## src/include/gpio_pkg.sv

```systemverilog
// package: constants and carrier types for the eight-port gpio block
package gpio_pkg;
    localparam int PIN_WIDTH = 8;
    localparam int PORT_COUNT = 8;
    localparam int MASK_LSB = 2; // address bits 9:2 are the lane mask
    localparam int ADDR_WIDTH = 10;
    localparam int PORT_B = 1;
    localparam int PORT_C = 2;
    // reset values per port; debug pins are port b bit 7, port c bits 3:0
    localparam logic [7:0] ORDINARY_RESET = 8'h00;
    localparam logic [7:0] PORT_B_DEBUG_BITS = 8'h80;
    localparam logic [7:0] PORT_C_DEBUG_BITS = 8'h0F;
    localparam logic [7:0] DIRECTION_RESET = 8'h00;
    localparam logic [7:0] DATA_RESET = 8'h00;

    // pad configuration of one port
    typedef struct packed {
        logic [7:0] altFunctionSelect;
        logic [7:0] padDigitalEnable;
        logic [7:0] padPullDownCtl;
        logic [7:0] padPullUpCtl;
    } pad_cfg_type;

    // register access of one port
    typedef struct packed {
        logic wrEn;
        logic rdEn;
        logic dirWrEn;
        logic cfgWrEn;
        logic [9:0] addr;
        logic [7:0] wdata;
        pad_cfg_type cfgData;
    } port_req_type;

    // pin side of one port
    typedef struct packed {
        logic [7:0] pinOut;
        logic [7:0] pinOe;
    } pin_drive_type;

    // debug default mask of a given port
    function automatic logic [7:0] debugBits(input int port);
        debugBits = (port == PORT_B) ? PORT_B_DEBUG_BITS :
                    (port == PORT_C) ? PORT_C_DEBUG_BITS : ORDINARY_RESET;
    endfunction
endpackage

```

## src/hdl/pin_value_reg.sv

```systemverilog
// module: masked data register and direction register of one port
`timescale 1ns/1ps
module pin_value_reg #(
    parameter int WIDTH = 8
) (
    input wire logic clock,
    input wire logic nrst,
    input wire logic wrEn,
    input wire logic dirWrEn,
    input wire logic [9:0] addr,
    input wire logic [WIDTH-1:0] wdata,
    input wire logic [WIDTH-1:0] pinIn,
    input wire logic [WIDTH-1:0] afsel,
    output logic [WIDTH-1:0] pinValue,
    output logic [WIDTH-1:0] pinDirection
);
    logic [WIDTH-1:0] value_ff;
    logic [WIDTH-1:0] dir_ff;
    logic [WIDTH-1:0] nxt_value;
    logic [WIDTH-1:0] mask;

    assign mask = addr[gpio_pkg::MASK_LSB +: WIDTH];
    assign pinValue = value_ff;
    assign pinDirection = dir_ff;

    // per bit: inputs without alternate select capture the pin, other bits take masked writes
    always_comb
    begin
        for (int i = 0; i < WIDTH; i++)
        begin
            if (!dir_ff[i] && !afsel[i])
                nxt_value[i] = pinIn[i];
            else if (wrEn && mask[i])
                nxt_value[i] = wdata[i];
            else
                nxt_value[i] = value_ff[i];
        end
    end

    // data storage
    always_ff @(posedge clock or negedge nrst)
    begin
        if (!nrst)
            value_ff <= gpio_pkg::DATA_RESET;
        else
            value_ff <= nxt_value;
    end

    // direction, all inputs after reset
    always_ff @(posedge clock or negedge nrst)
    begin
        if (!nrst)
            dir_ff <= gpio_pkg::DIRECTION_RESET;
        else if (dirWrEn)
            dir_ff <= wdata;
    end
endmodule // pin_value_reg

```

## src/hdl/gpio_port.sv

```systemverilog
// module: one gpio port with pad configuration and pin drive
`timescale 1ns/1ps
module gpio_port #(
    parameter int PORT_INDEX = 0
) (
    input wire logic clock,
    input wire logic nrst,
    input wire gpio_pkg::port_req_type req,
    input wire logic [7:0] pinIn,
    input wire logic [7:0] altOut,
    input wire logic [7:0] altOe,
    output gpio_pkg::pin_drive_type drive_ff,
    output gpio_pkg::pad_cfg_type cfg_ff,
    output logic [7:0] rdata_ff,
    output logic [7:0] direction
);
    localparam logic [7:0] DBG = gpio_pkg::debugBits(PORT_INDEX);
    logic [7:0] value;
    logic [7:0] mask;

    assign mask = req.addr[gpio_pkg::MASK_LSB +: 8];

    pin_value_reg #(.WIDTH(8)) u_data (
        .clock(clock),
        .nrst(nrst),
        .wrEn(req.wrEn),
        .dirWrEn(req.dirWrEn),
        .addr(req.addr),
        .wdata(req.wdata),
        .pinIn(pinIn),
        .afsel(cfg_ff.altFunctionSelect),
        .pinValue(value),
        .pinDirection(direction)
    );

    // pad configuration, debug pins default on
    always_ff @(posedge clock or negedge nrst)
    begin
        if (!nrst)
        begin
            cfg_ff.altFunctionSelect <= DBG;
            cfg_ff.padDigitalEnable <= DBG;
            cfg_ff.padPullDownCtl <= gpio_pkg::ORDINARY_RESET;
            cfg_ff.padPullUpCtl <= DBG;
        end
        else if (req.cfgWrEn)
            cfg_ff <= req.cfgData;
    end

    // pin drive: peripheral wins over gpio when selected
    always_ff @(posedge clock or negedge nrst)
    begin
        if (!nrst)
        begin
            drive_ff.pinOut <= 8'h00;
            drive_ff.pinOe <= 8'h00;
        end
        else
        begin
            for (int i = 0; i < 8; i++)
            begin
                if (cfg_ff.altFunctionSelect[i])
                begin
                    drive_ff.pinOut[i] <= altOut[i];
                    drive_ff.pinOe[i] <= altOe[i] & cfg_ff.padDigitalEnable[i];
                end
                else
                begin
                    drive_ff.pinOut[i] <= value[i];
                    drive_ff.pinOe[i] <= direction[i] & cfg_ff.padDigitalEnable[i];
                end
            end
        end
    end

    // masked read data
    always_ff @(posedge clock or negedge nrst)
    begin
        if (!nrst)
            rdata_ff <= 8'h00;
        else if (req.rdEn)
            rdata_ff <= value & mask;
    end

    // masked write checks: unmasked held bits stay, masked held bits take the data
    property p_write_masked;
        @(posedge clock) disable iff (!nrst)
        req.wrEn |=> (((value ^ $past(value)) & ~$past(mask) & ($past(direction) | $past(cfg_ff.altFunctionSelect)))
            == 8'h00);
    endproperty
    a_write_masked: assert property (p_write_masked) else $error("unmasked bit changed");
    property p_write_lands;
        @(posedge clock) disable iff (!nrst)
        req.wrEn |=> (((value ^ $past(req.wdata)) & $past(mask) & ($past(direction) | $past(cfg_ff.altFunctionSelect)))
            == 8'h00);
    endproperty
    a_write_lands: assert property (p_write_lands) else $error("masked bit not written");

    // masked read checks
    property p_read_masked;
        @(posedge clock) disable iff (!nrst)
        req.rdEn |=> ((rdata_ff & ~$past(mask)) == 8'h00);
    endproperty
    a_read_masked: assert property (p_read_masked) else $error("masked read bit not zero");
    property p_read_value;
        @(posedge clock) disable iff (!nrst)
        req.rdEn |=> (rdata_ff == ($past(value) & $past(mask)));
    endproperty
    a_read_value: assert property (p_read_value) else $error("read value wrong");

    // input pins: captured, never driven
    property p_input_capture;
        @(posedge clock) disable iff (!nrst)
        (!direction[0] && !cfg_ff.altFunctionSelect[0] && !req.dirWrEn && !req.cfgWrEn)
        |=> (value[0] == $past(pinIn[0]));
    endproperty
    a_input_capture: assert property (p_input_capture) else $error("input not captured");
    property p_input_undriven;
        @(posedge clock) disable iff (!nrst)
        (!direction[3] && !cfg_ff.altFunctionSelect[3]) |=> !drive_ff.pinOe[3];
    endproperty
    a_input_undriven: assert property (p_input_undriven) else $error("input pin driven");

    // output and peripheral drive
    property p_output_drive;
        @(posedge clock) disable iff (!nrst)
        (direction[1] && !cfg_ff.altFunctionSelect[1] && cfg_ff.padDigitalEnable[1])
        |=> (drive_ff.pinOe[1] && drive_ff.pinOut[1] == $past(value[1]));
    endproperty
    a_output_drive: assert property (p_output_drive) else $error("output not driven");
    property p_alt_drive;
        @(posedge clock) disable iff (!nrst)
        cfg_ff.altFunctionSelect[2] |=> (drive_ff.pinOut[2] == $past(altOut[2]));
    endproperty
    a_alt_drive: assert property (p_alt_drive) else $error("alt function ignored");
    property p_alt_enable;
        @(posedge clock) disable iff (!nrst)
        cfg_ff.altFunctionSelect[2]
        |=> (drive_ff.pinOe[2] == ($past(altOe[2]) & $past(cfg_ff.padDigitalEnable[2])));
    endproperty
    a_alt_enable: assert property (p_alt_enable) else $error("alt enable ignored");

    // direction writes and reset defaults
    property p_dir_write;
        @(posedge clock) disable iff (!nrst)
        req.dirWrEn |=> (direction == $past(req.wdata));
    endproperty
    a_dir_write: assert property (p_dir_write) else $error("direction write lost");
    property p_cfg_reset;
        @(posedge clock)
        $rose(nrst) |-> (cfg_ff == {DBG, DBG, gpio_pkg::ORDINARY_RESET, DBG});
    endproperty
    a_cfg_reset: assert property (p_cfg_reset) else $error("pad defaults wrong");
    property p_dir_reset;
        @(posedge clock)
        $rose(nrst) |-> (direction == gpio_pkg::DIRECTION_RESET);
    endproperty
    a_dir_reset: assert property (p_dir_reset) else $error("direction not reset");
    c_masked_write: cover property (@(posedge clock) disable iff (!nrst) req.wrEn && mask != 8'hFF);
    c_masked_read: cover property (@(posedge clock) disable iff (!nrst) req.rdEn && mask == 8'h31);
    c_alt_mode: cover property (@(posedge clock) disable iff (!nrst) cfg_ff.altFunctionSelect != DBG);
endmodule // gpio_port

```

## src/hdl/gpio_ports_top.sv

```systemverilog
// top: eight gpio ports of one module, debug defaults on ports b and c, behind plain control ports
`timescale 1ns/1ps
// Functional notes
// - non-debug pins reset tristated, all pad controls clear
// - debug pins reset to debug function, pulled up
// - any reset restores both pin groups' defaults
// - port b bit 7 returns as test reset
// - eight separate port instances, alike but for the debug reset defaults of ports b and c
// - direction zero and alternate select clear: data bit captures pin level
// - direction one: data bit drives the pin when its pad digital enable is set
// - address bits 9:2 mask data bits 7:0
// - writes change only bits with mask one
// - reads return zero where mask is zero
// - alternate select hands pin to peripheral
module gpio_ports_top #(
    parameter int PORTS = gpio_pkg::PORT_COUNT
) (
    input wire logic clock,
    input wire logic nrst,
    input wire logic [PORTS-1:0] portSelect,
    input wire logic dataWrite,
    input wire logic dataRead,
    input wire logic directionWrite,
    input wire logic padConfigWrite,
    input wire logic [9:0] address,
    input wire logic [7:0] writeData,
    input wire gpio_pkg::pad_cfg_type padConfigIn,
    input wire logic [PORTS*8-1:0] pinIn,
    input wire logic [PORTS*8-1:0] altOut,
    input wire logic [PORTS*8-1:0] altOe,
    output logic [PORTS*8-1:0] pinOut,
    output logic [PORTS*8-1:0] pinOe,
    output logic [PORTS*32-1:0] padConfig,
    output logic [7:0] readData
);
    logic [7:0] rdata [PORTS];
    logic [PORTS-1:0] rdSel_ff;
    logic [7:0] nxt_readData;
    logic [7:0] readData_ff;

    // one instance per port
    generate
        for (genvar p = 0; p < PORTS; p++)
        begin : g_port
            gpio_pkg::port_req_type req;
            gpio_pkg::pin_drive_type drive;
            gpio_pkg::pad_cfg_type cfg;
            assign req.wrEn = dataWrite & portSelect[p];
            assign req.rdEn = dataRead & portSelect[p];
            assign req.dirWrEn = directionWrite & portSelect[p];
            assign req.cfgWrEn = padConfigWrite & portSelect[p];
            assign req.addr = address;
            assign req.wdata = writeData;
            assign req.cfgData = padConfigIn;
            gpio_port #(.PORT_INDEX(p)) u_port (
                .clock(clock),
                .nrst(nrst),
                .req(req),
                .pinIn(pinIn[p*8 +: 8]),
                .altOut(altOut[p*8 +: 8]),
                .altOe(altOe[p*8 +: 8]),
                .drive_ff(drive),
                .cfg_ff(cfg),
                .rdata_ff(rdata[p]),
                .direction()
            );
            assign pinOut[p*8 +: 8] = drive.pinOut;
            assign pinOe[p*8 +: 8] = drive.pinOe;
            assign padConfig[p*32 +: 32] = cfg;
        end
    endgenerate

    // remember which port was read
    always_ff @(posedge clock or negedge nrst)
    begin
        if (!nrst)
            rdSel_ff <= '0;
        else if (dataRead)
            rdSel_ff <= portSelect;
    end

    // or together the selected port's read bytes
    always_comb
    begin
        nxt_readData = 8'h00;
        for (int p = 0; p < PORTS; p++)
            if (rdSel_ff[p])
                nxt_readData = nxt_readData | rdata[p];
    end

    // registered read byte, one edge after the port answer
    always_ff @(posedge clock or negedge nrst)
    begin
        if (!nrst)
            readData_ff <= 8'h00;
        else
            readData_ff <= nxt_readData;
    end
    assign readData = readData_ff;

    // reset defaults of the debug pins and of the pin output enables
    property p_debug_reset;
        @(posedge clock)
        $rose(nrst) |-> (padConfig[gpio_pkg::PORT_B*32 + 31] && padConfig[gpio_pkg::PORT_B*32 + 7]);
    endproperty
    a_debug_reset: assert property (p_debug_reset) else $error("test reset pin not defaulted");
    property p_debug_c_reset;
        @(posedge clock)
        $rose(nrst) |-> (padConfig[gpio_pkg::PORT_C*32 +: 32] == {gpio_pkg::PORT_C_DEBUG_BITS,
            gpio_pkg::PORT_C_DEBUG_BITS, gpio_pkg::ORDINARY_RESET, gpio_pkg::PORT_C_DEBUG_BITS});
    endproperty
    a_debug_c_reset: assert property (p_debug_c_reset) else $error("debug pad defaults wrong");
    property p_tristate_reset;
        @(posedge clock)
        $rose(nrst) |-> (pinOe == '0);
    endproperty
    a_tristate_reset: assert property (p_tristate_reset) else $error("pin driven after reset");

    // read byte shows zero in masked lanes
    property p_read_zero;
        @(posedge clock) disable iff (!nrst)
        dataRead |-> ##2 ((readData & ~$past(address[gpio_pkg::MASK_LSB +: 8], 2)) == 8'h00);
    endproperty
    a_read_zero: assert property (p_read_zero) else $error("masked lane read not zero");
    c_reset_seen: cover property (@(posedge clock) $rose(nrst));
endmodule // gpio_ports_top

```

## config.mk

```make
export PLATFORM = sky130hd
export DESIGN_NAME = gpio_ports_top
export DESIGN_NICKNAME = d
export VERILOG_FILES = /design/src/include/gpio_pkg.sv /design/src/hdl/pin_value_reg.sv /design/src/hdl/gpio_port.sv /design/src/hdl/gpio_ports_top.sv
export SDC_FILE = /design/constraint.sdc
export NUM_CORES = 1
export LEC_CHECK = 0
export ABC_AREA = 1
export BUFFER_PORTS_ARGS = -buffer_cell sky130_fd_sc_hd__buf_2
export CAP_MARGIN = 20
export CELL_PAD_IN_SITES_DETAIL_PLACEMENT = 1
export CELL_PAD_IN_SITES_GLOBAL_PLACEMENT = 2
export CORE_ASPECT_RATIO = 1.75
export CORE_MARGIN = 4
export CORE_UTILIZATION = 34
export CTS_CLUSTER_SIZE = 30
export DETAILED_ROUTE_END_ITERATION = 6
export PLACE_DENSITY_LB_ADDON = 0.1
export REMOVE_ABC_BUFFERS = 1
export SLEW_MARGIN = 25
export SYNTH_ARGS = -nofsm -noshare
export SYNTH_HDL_FRONTEND = slang
export SYNTH_SLANG_ARGS = --single-unit
```

## constraint.sdc

```tcl
create_clock -name clock -period 2.8 [get_ports clock]
set_input_delay 0.7 -clock clock [delete_from_list [all_inputs] [get_ports clock]]
set_output_delay 0.7 -clock clock [all_outputs]
set_load 0.005 [all_outputs]
```

Word-level counts from Yosys, hierarchy flattened
Cells that the tools add are included.
Widths: inputs -> output; s select.
{"block": "totals", "in_bits": 256, "word_cells": 889, "output_inout_bits": 392, "register_bits": 592}
{"block": "classes", "bitwise": 175, "mux": 264, "n_reduce_logical": 320}
{"op": "$mux 1", "n": 256}
{"op": "$and 1x1->1", "n": 160}
{"op": "$logic_and 1x1->1", "n": 128}
{"op": "$logic_not 1->1", "n": 128}
{"op": "$reduce_bool 2->1", "n": 64}
{"op": "$and 8x8->8", "n": 8}
{"op": "$mux 8", "n": 8}
{"op": "$or 8x8->8", "n": 7}

Depth between registers and ports, before layout
Gate-level depths: netlist (run 1).
{"block": "logic_depth", "ltp_word": 15, "ltp_mapped": 6}

Cells and area by module
From an unflattened synthesis (run 1), not the netlist that was laid out.
{"block": "unflattened", "cells_unflattened": 3060, "hier_area_um2": 26182.6}
{"mod": "gpio_port (g_port[0].u_port ...)", "cells_each": 248, "n_inst": 6, "area_each_um2": 2293.4, "seq_area_each_um2": 1401.3}
{"mod": "pin_value_reg", "cells_each": 106, "n_inst": 8, "area_each_um2": 820.8, "seq_area_each_um2": 400.4}
{"mod": "gpio_port (g_port[2].u_port)", "cells_each": 248, "n_inst": 1, "area_each_um2": 2308.5, "seq_area_each_um2": 1416.4}
{"mod": "gpio_port (g_port[1].u_port)", "cells_each": 248, "n_inst": 1, "area_each_um2": 2297.2, "seq_area_each_um2": 1405.1}
{"mod": "gpio_ports_top", "cells_each": 228, "n_inst": 1, "area_each_um2": 1249.9, "seq_area_each_um2": 400.4}

Least setup slack after synthesis (run 1)
No wires, ideal clock.
{"block": "synth_timing", "kind": "input-to-reg", "startpoint": "in dataWrite", "endpoint": "reg g_port[3].u_port.u_data.value_ff[4]", "arrival_time_ps": 1266, "required_time_ps": 2676, "setup_slack_ps": 1409, "setup_ps": 124, "cell_stages": 5, "cell_sequence": "buf_2 buf_2 nand3_1 nand3_1 nand3_1"}
{"block": "synth_between", "elab_chain_len": 3}
{"element": "start: declaration", "line": "gpio_ports_top.sv:21", "source": "input wire logic dataWrite,"}
{"element": "$and 1x1->1", "line": "gpio_ports_top.sv:48", "source": "assign req.wrEn = dataWrite & portSelect[p];"}
{"element": "$logic_and 1x1->1", "line": "pin_value_reg.sv:33", "source": "else if (wrEn && mask[i])"}
{"element": "$reduce_bool 2->1 (no line)"}
{"element": "end signal: assignment", "line": "pin_value_reg.sv:44", "source": "value_ff <= gpio_pkg::DATA_RESET;"}
{"element": "end signal: assignment", "line": "pin_value_reg.sv:46", "source": "value_ff <= nxt_value;"}
{"element": "end: declaration", "line": "pin_value_reg.sv:17", "source": "logic [WIDTH-1:0] value_ff;"}
Every way passes these cells.
A chain may end at the register's enable or synchronous reset.

Worst setup path after layout (run 1)
{"block": "layout_timing", "startpoint": "reg g_port[2].u_port.cfg_ff[25] in the netlist's numbering", "endpoint": "out padConfig[89]"}
{"element": "start: declaration", "line": "gpio_port.sv:13", "source": "output gpio_pkg::pad_cfg_type cfg_ff,"}
{"element": "start signal: assignment", "line": "gpio_port.sv:47", "source": "cfg_ff <= req.cfgData;"}
{"element": "end: declaration", "line": "gpio_ports_top.sv:33", "source": "output logic [PORTS*32-1:0] padConfig,"}
No word-level cell between the ends.

==> results by stage, run 1 <==
Final layout:
- The layout overhead on the synthesized area is 23.5%.
- The total number of nets in the final design is 3645.
- The share of final-layout standard cells stronger than drive strength 1 is 0.256.

Power and ir drop:
- Overall power consumption after layout is estimated at 22.8 mW.
- In this run the power density over the cells is 748 mW/mm^2.
- The worst-case IR drop observed on VDD is 0.000450 V.
- In this run the static leakage power is 16.4 nW.

Global route:
- The pin count of the biggest net entering global routing is 65.
- The number of global-route vias before repair came to 23200.
- Global routing finished with a remaining overflow of 0.
- The first global-routing pass estimated 150000 um of wire.
- The initial antenna violation count was 30.
- Across every metal layer, demand over resource in global routing totals 0.257.

STA:
- The count of endpoints failing setup in the final report is 0.
- The setup slack of the critical path after layout is 0.664 ns.
- The number of hold violations in the final report came to 0.
- The final critical delay including setup and external delays is 2.14 ns.
- The pin slew with the least headroom to its limit is 0.942 ns.
- The final period utilization is 0.763.
- The worst max-slew margin expressed relative to the limit is 0.371.
- Setup repair after global routing left no endpoint under its margin.
- The accumulated negative setup slack is 0 ns.
- Between clock sinks in the finished design, the worst skew comes to 0.0255 ns.
- The achievable clock frequency is 468 MHz.
- The final number of max-transition violations is 0.
- The tightest hold path in the finished design has a slack of 0.0489 ns.

Min path:
- The worst hold path belongs to the class input pin to async pin.

Logic synthesis:
- Sorting the synthesized cells by how often they occur yields 938 x nand2_1, 577 x dfrtp_1, 240 x inv_1.
- The count of warnings emitted by yosys is 0.
- Yosys mapped the design onto 18 distinct sky130hd cell types.
- For this run, the register share of the synthesized area comes to 0.600.
- dfrtp_1 takes more of the synthesized area than any other cell.
- The fraction of registers with async set or reset after synthesis is 1.00.
- In this run, synthesis inferred 0 flip-flops with an integrated enable.
- In the synthesized netlist, the number of instances is 2754.
- Summing every instance area after synthesis gives 0.0247 mm^2.
- In this run, synthesis produced a sequential element count of 592.
- Each instance of the synthesized netlist takes up on average 8.98 um^2.
- The dominant cell by count in the synthesized netlist is nand2_1.
- The flip-flop cell with the highest count after synthesis is dfrtp_1.
- By area the synthesized netlist is led by dfrtp_1 58%, nand2_1 14%, nand3_1 4.0%, o21ai_0 3.9%, o21ai_1 3.8%.
- The top-area cell type share of the netlist area is 0.584.

Die:
- The die area is 0.0773 mm^2.
- The core region is 0.0719 mm^2.
- The number of placement rows is 130.
- The initial utilization of the core area, before any placement, comes to 0.344.
- The number of top-level pins is 648.
- The die height is 365 um.
- The horizontal extent of the die is 212 um.

Critical path:
- The cell family with the largest share of critical-path delay is flip-flops.
- The slowest cell on the critical path is dfstp_2.
- The worst reg2reg path startpoint is rdSel_ff[4]$_DFFE_PN0P_.
- The category of the most critical setup path is flop to output port.
- The required time at the worst-slack endpoint is 2.10 ns.
- Data arrives at the worst endpoint at 1.44 ns.
- The maximum net fanout on the critical path is 5.
- The critical path goes through buf_2.
- The biggest cell delay along the critical path is 0.65 ns.
- The worst setup path is launched from a flop.
- The worst register-to-register path has a depth of 4.
- The capturing element type of the critical path is an output port.
- Together, buffers and inverters on the worst path number 1.
- The reg-to-reg endpoint is readData[3]$_DFF_PN0_.
- The register-to-register path setup slack is 1.58 ns.

Drt:
- The final route contains 21500 vias.
- The via count normalized by instance count is 4.91.
- The count of TritonRoute iterations in the first routing pass is 5.
- The detailed router finished its first iteration with 978 violations.
- Once detail routing completed, the nets flagged for antenna violations numbered 0.
- In the final routed layout, each cell accounts on average for 23.2 um.
- The final wirelength is 101000 um.
- The number of remaining DRC errors is 0.

Place:
- Detailed placement ended at an HPWL of 73800 um.
- The count of buffers from port buffering is 645.
- The final weighted congestion of routability-driven global placement is 0.827.
- The post-place setup slack is 0.536 ns.

Job:
- The number of max-cap violations is 0.

Clock network:
- The worst-skew pair later-pin latency is 0.64 ns.
- The number of buffers between clock root and the deepest sink is 3.
- The number of H-tree levels is 2.
- The CTS tree is done.
- In this run the clock root is driven by a clkbuf_16.
- The total number of clock tree sinks is 592.
- The total of cells resized after clock tree synthesis is 0.
- The number of buffers inserted during clock tree synthesis is 57.
- The hold buffer count at cts is 0.
- The number of post-CTS setup repair buffers is 0.
- After clock tree synthesis, the clock-pin slew on the worst setup and hold paths is 0.07 ns.

Outcome:
- The flow ran to the end, and the final reports show no timing, DRC or antenna violations.
how the worst max path moves through the flow:
stage	startpoint	end	slack [ns]	cells past startpoint
after floorplan	dataRead	rdSel_ff[2]$_DFFE_PN0P_	1.56	2
after global placement	portSelect[4]	g_port[4].u_port.rdata_ff[5]$_DFFE_PN0P_	0.60	4
after detailed placement	portSelect[4]	g_port[4].u_port.rdata_ff[3]$_DFFE_PN0P_	0.54	4
after CTS	g_port[2].u_port.cfg_ff[25]$_DFFE_PN1P_	padConfig[89]	0.63	1
after global routing	g_port[2].u_port.cfg_ff[25]$_DFFE_PN1P_	padConfig[89]	0.64	1
final	g_port[2].u_port.cfg_ff[25]$_DFFE_PN1P_	padConfig[89]	0.66	1
metrics by stage:
stage	util	std cells	instance area, um^2
detailed placement	0.398	4254	28600
global placement	0.398	4254	28600
finish	0.425	4371	30500
global route	0.424	4362	30500
CTS	0.424	4359	30500
floorplan	-	2640	23800
routing by layer:
layer	global-route usage	up-vias	share of wire
met4	0.0723	24	0.031
met2	0.447	636	0.50
met3	0.0709	155	0.076
li1	-	9999	-
met1	0.313	10700	0.40
met5	0	-	0.0013
power breakdown:
part	total (mW)	switching, mW	internal (mW)	leakage, nW
Combinational	4.06	2.50	1.56	8.13
Clock	7.90	3.51	4.39	0.907
Sequential	10.9	1.02	9.87	7.38
cell families (layout without fill, tap and decap cells):
group	Yosys count	in the layout	synth area share
and+or+nand+nor	1348	1348	0.220
DFF	592	592	0.600
AOI/OAI and AO/OA	460	460	0.105
buffers and inverters	354	1035	0.0749
other	0	12	0
placed cells by master (no fill, tap or decap), types with 12 or more instances in the layout:
| cell type | netlist | final |
|---|---|---|
| clkbuf_16 | 0 | 58 |
| clkbuf_1 | 16 | 20 |
| nand2_1 | 938 | 937 |
| buf_4 | 7 | 36 |
| buf_2 | 23 | 643 |
| o21ai_0 | 192 | 192 |
| inv_1 | 240 | 240 |
| nand3_1 | 196 | 196 |
| dfstp_2 | 15 | 15 |
| o21ai_1 | 186 | 186 |
| diode_2 | 0 | 12 |
| dfrtp_1 | 577 | 577 |
| o21ai_2 | 78 | 78 |
| nor2_1 | 204 | 204 |
sequential cells by signal, indices dropped and copies added (netlist names):
register,cells
g_port.u_port.u_data.pinDirection,64
g_port.u_port.cfg_ff,256
g_port.u_port.rdata_ff,64
g_port.u_port.drive_ff,128
g_port.u_port.u_data.pinValue,64
readData,8
rdSel_ff,8
cell type report:
cell class,instances,area [um^2]
inverters,240,901
multi-input cells,1808,8050
repair buffers,690,3700
well taps,924,1160
diodes,12,30.0
clock buffers,89,1680
clock inverters,16,183
fillers,8628,41400
flip-flops and latches,592,14800
Power figures use the tool's default switching activity.
==> inputs of run 2 (changes only) <==
--- a/config.mk
+++ b/config.mk
@@ -5,14 +5,14 @@
 export SDC_FILE = /design/constraint.sdc
 export NUM_CORES = 1
 export LEC_CHECK = 0
-export ABC_AREA = 1
+export ABC_AREA = 0
 export BUFFER_PORTS_ARGS = -buffer_cell sky130_fd_sc_hd__buf_2
 export CAP_MARGIN = 20
 export CELL_PAD_IN_SITES_DETAIL_PLACEMENT = 1
 export CELL_PAD_IN_SITES_GLOBAL_PLACEMENT = 2
 export CORE_ASPECT_RATIO = 1.75
 export CORE_MARGIN = 4
-export CORE_UTILIZATION = 34
+export CORE_UTILIZATION = 31
 export CTS_CLUSTER_SIZE = 30
 export DETAILED_ROUTE_END_ITERATION = 6
 export PLACE_DENSITY_LB_ADDON = 0.1
==> constraint.sdc (replaced) <==
create_clock -name clock -period 1.9 [get_ports clock]
set_input_delay 0.475 -clock clock [delete_from_list [all_inputs] [get_ports clock]]
set_output_delay 0.475 -clock clock [all_outputs]
set_load 0.005 [all_outputs]
==> run 2 against run 1 <==
  * Core utilization fell by 1.7 points
  * First-iteration DRC count down 9.0%
  * Sequential power up 55%
  * Critical path type unchanged
  * Sequential share of layout area decreased by 0.87 points
  * Setup slack worse by 0.60 ns
  * Die area up 5.4%
==> results by stage, run 2 <==
Logic synthesis:
- The compound-cell area share of the yosys netlist is 0.0493 (-0.0556).
- The unique cell type count in the Yosys netlist was 24 (+6).
- The multiplexer share of the synthesized area came to 0.208 (+0.208).
- The count of warnings emitted by yosys came to 0 (unchanged).
- The simple-gate share of the synthesized area is 0.0946 (-0.126).
- The fraction of synthesized cell area in xor and xnor cells is 0 (unchanged).
- The combined area of all synthesized cells is 0.0238 mm^2 (-3.7%).
- The post-synthesis cell type with the largest combined area is dfrtp_1.
- By count the netlist is led by 577 x dfrtp_1, 384 x mux2_2, 152 x nand2_1.
- The top-area cell type share of the netlist area came to 0.606 (+0.0225).
- The synthesized area per cell is 13.2 um^2 (+47%).
- The post-synthesis cell count came to 1802 (-35%).
- The sequential area share after synthesis is 0.623 (+0.0231).
- The flop and latch count out of synthesis was 592 (unchanged).
- Yosys instantiated no cell more often than dfrtp_1.
- The main combinational cell family by area after synthesis is multiplexers.
- The adder and majority cell fraction of the synthesized area came to 0 (unchanged).
- The fraction of registers with async set or reset after synthesis is 1.00 (unchanged).
- In the post-synthesis netlist, the biggest area contributors are dfrtp_1 61%, mux2_2 18%, mux2i_1 2.7%, nand2_1 2.4%, a221oi_1 2.3%.
- The most used flip-flop cell after synthesis is dfrtp_1.
- The count of flip-flops with a built-in enable after synthesis is 0 (unchanged).

STA:
- The count of endpoints failing setup in the final report is 0 (unchanged).
- The final critical delay including setup and external delays is 1.83 ns.
- The number of hold violations in the final report is 0 (unchanged).
- Setup repair after global routing left no endpoint under its margin.
- The accumulated negative setup slack is 0 ns (unchanged).
- The worst max-slew margin expressed relative to the limit is 0.495 (+0.125).
- The pin slew with the least headroom to its limit is 0.757 ns (-0.185 ns).
- The worst clock skew on the final layout is 0.0203 ns (-0.00525 ns).
- Static timing analysis puts the maximum clock frequency at 545 MHz.
- The final number of max-transition violations came to 0 (unchanged).
- In the finished design, the share of the clock period the worst path needs comes to 0.965.

Job:
- The number of max-cap violations is 0 (unchanged).

Final layout:
- Leaving out fill and tap cells, the most frequent cells in the layout are 643 x buf_2, 577 x dfrtp_1, 384 x mux2_2.
- The register containing the most flip-flops in the final layout is g_port.u_port.cfg_ff.
- The layout overhead on the synthesized area is 30.5%.
- In the final layout, the registers with the most flip-flops are g_port.u_port.cfg_ff x256, g_port.u_port.drive_ff x128.
- The number of standard cells in the layout, taps in and fillers out came to 3618 (-17%).
- The library cell used most frequently in the layout, excluding fill and tap cells, is buf_2.
- The total number of nets in the final design is 2790 (-23%).
- The share of final-layout standard cells stronger than drive strength 1 is 0.493 (+0.237).
- The number of flip-flops under the largest register name was 256 (unchanged).

Clock network:
- The buffer type at the clock tree root is clkbuf_16.
- The total number of clock tree sinks is 592 (unchanged).
- The clock-pin slew on the worst setup and hold paths is 0.07 ns (about the same).
- The worst-skew pair later-pin latency came to 0.63 ns (about the same).
- The CTS tree is done.
- The number of H-tree levels is 2 (unchanged).
- The number of buffers inserted during clock tree synthesis is 58 (+1.8%).
- The total of cells resized after clock tree synthesis is 0 (unchanged).
- The number of buffers between clock root and the deepest sink is 3 (unchanged).

Global route:
- The pin count of the biggest net entering global routing is 84 (+29%).
- The global routing met3 resource utilization was 0.0781 (+0.00721).
- The initial antenna violation count was 32 (+6.7%).
- The aggregate global routing overflow was 0 (unchanged).
- The first-pass GRT wire length is 147000 um (-2.0%).
- The global-route usage over all layers came to 0.246 (-0.0112).
- The number of global-route vias before repair is 20200 (-13%).
- The global routing usage on met1 is 0.285 (-0.0285).
- The met2 usage in global routing is 0.436 (-0.0112).
- The global routing stage identified its most utilized layer as met2.

Drt:
- The number of nets still failing antenna checks after routing is 0 (unchanged).
- The final wirelength came to 102000 um (+0.73%).
- The total vias in the final route is 18000 (-16%).
- The initial detailed-routing violation count is 890 (-9.0%).
- The count of TritonRoute iterations in the first routing pass is 5 (unchanged).
- The wire length per cell is 28.2 um (+22%).
- The via count normalized by instance count is 4.99 (+1.6%).
- The number of remaining DRC errors is 0 (unchanged).

Place:
- The instance count after placement with tap cells included is 3489 (-18%).
- The post-detailed-placement half-perimeter wirelength is 77200 um (+4.6%).
- The count of buffers from port buffering is 645 (unchanged).
- The final weighted congestion of routability-driven global placement is 0.824 (-0.40%).

Die:
- The die area is 0.0815 mm^2 (+5.4%).
- The initial core utilization came to 0.312 (-0.0318).
- The horizontal extent of the die came to 218 um (+2.7%).
- The number of placement rows is 134 (+3.1%).
- The number of top-level pins is 648 (unchanged).
- The die height is 375 um (+2.7%).
- The total core area is 0.0763 mm^2 (+6.1%).

Power and ir drop:
- The maximum vdd drop is 0.000710 V (+58%).
- The power per cell area is 1140 mW/mm^2 (+52%).
- The reported leakage power is 14.4 nW (-12%).

Critical path:
- STA classifies the critical path endpoint as an output port.
- Traced cell by cell, the critical path runs through buf_2.
- The element type at the critical path start is a flop.
- The biggest cell delay along the critical path is 0.55 ns (-0.10 ns).
- The number of buffers and inverters on the critical path is 1 (unchanged).
- The category of the most critical setup path is flop to output port.
- The maximum net fanout on the critical path came to 6 (+1).
- The cell family with the largest share of critical-path delay is flip-flops.
- The slowest stage of the critical path is the dfrtp_1 cell.
- The required time at the worst-slack endpoint is 1.42 ns (-0.68 ns).
- The data arrival time of the critical path is 1.36 ns (-0.08 ns).

Outcome:
- The run finished with clean final reports.

Min path:
- The min-delay analysis places its worst path in the category input pin to flop.
==> run 2: changes by cell type after synthesis, moves of 78 or more <==
| cell | previous run | this run |
|---|---|---|
| nand2_1 | 938 | 152 |
| mux2_2 | 0 | 384 |
| inv_1 | 240 | 8 |
| o21ai_1 | 186 | 0 |
| nand3_1 | 196 | 64 |
| o21ai_0 | 192 | 72 |
| o21ai_2 | 78 | 0 |
==> run 2: metal layers <==
layer / part of all wire / wire length, um
met2: 0.51 / 51800
met4: 0.030 / 3060
met1: 0.38 / 39300
met3: 0.077 / 7860
met5: 0.0018 / 184
==> run 2: cells by family (layout without fill, tap and decap cells) <==
logic type | after synthesis | in the layout
and+or+nand+nor | 496 | 496
buffers and inverters | 98 | 878
muxes | 448 | 448
DFF | 592 | 592
AOI/OAI and AO/OA | 168 | 168
other | 0 | 16
==> run 2: worst paths after layout <==
path | slack [ns] | cells past startpoint | end | from
setup / recovery | 0.07 | 1 | padConfig[31] | g_port[0].u_port.cfg_ff[31]$_DFFE_PN0P_
hold / removal | 0.06 | 3 | g_port[5].u_port.u_data.pinValue[5]$_DFFE_PN0P_ | pinIn[45]
setup reg to reg | 0.62 | 2 | readData[7]$_DFF_PN0_ | rdSel_ff[2]$_DFFE_PN0P_
hold reg to reg | 0.49 | 2 | g_port[3].u_port.rdata_ff[1]$_DFFE_PN0P_ | g_port[3].u_port.rdata_ff[1]$_DFFE_PN0P_
max in group asynchronous | 0.77 | 4 | g_port[2].u_port.cfg_ff[24]$_DFFE_PN1P_ | nrst
min in group asynchronous | 0.30 | 2 | g_port[5].u_port.drive_ff[4]$_DFF_PN0_ | nrst
==> run 2: what timing repair did <==
item	CTS	global route
pin swaps	0	0
buffers inserted	1	3
endpoints found under the hold margin	55	0
endpoints found under the setup margin	1	2
hold buffers	1	0
==> run 2: report_power, final <==
part / switching (mW) / internal [mW] / leakage [nW]
clock network: 5.19 / 6.76 / 0.944
logic: 3.24 / 3.38 / 6.45
registers: 1.96 / 14.9 / 7.04
total: 10.4 / 25.1 / 14.4
==> run 2: per-stage QoR <==
step,hold slack [ns],util,setup WS [ns],area (um^2),power [mW]
after global placement,0.341,0.381,0.0322,29100,23.6
after floorplan,0.179,-,0.209,23300,19.4
after global routing,0.0342,0.407,0.00160,31100,37.3
after detailed placement,0.346,0.381,0.0366,29100,23.9
final,0.0601,0.407,0.0666,31100,35.5
after CTS,0.00482,0.407,0.0000990,31000,36.1
==> run 2: layout make-up <==
type | count | area [um^2]
flip-flops and latches | 592 | 14800
multi-input cells | 1112 | 8450
well taps | 1020 | 1280
diodes | 16 | 40.0
fillers | 8281 | 45200
repair buffers | 762 | 4510
clock buffers | 91 | 1800
clock inverters | 17 | 153
inverters | 8 | 30.0
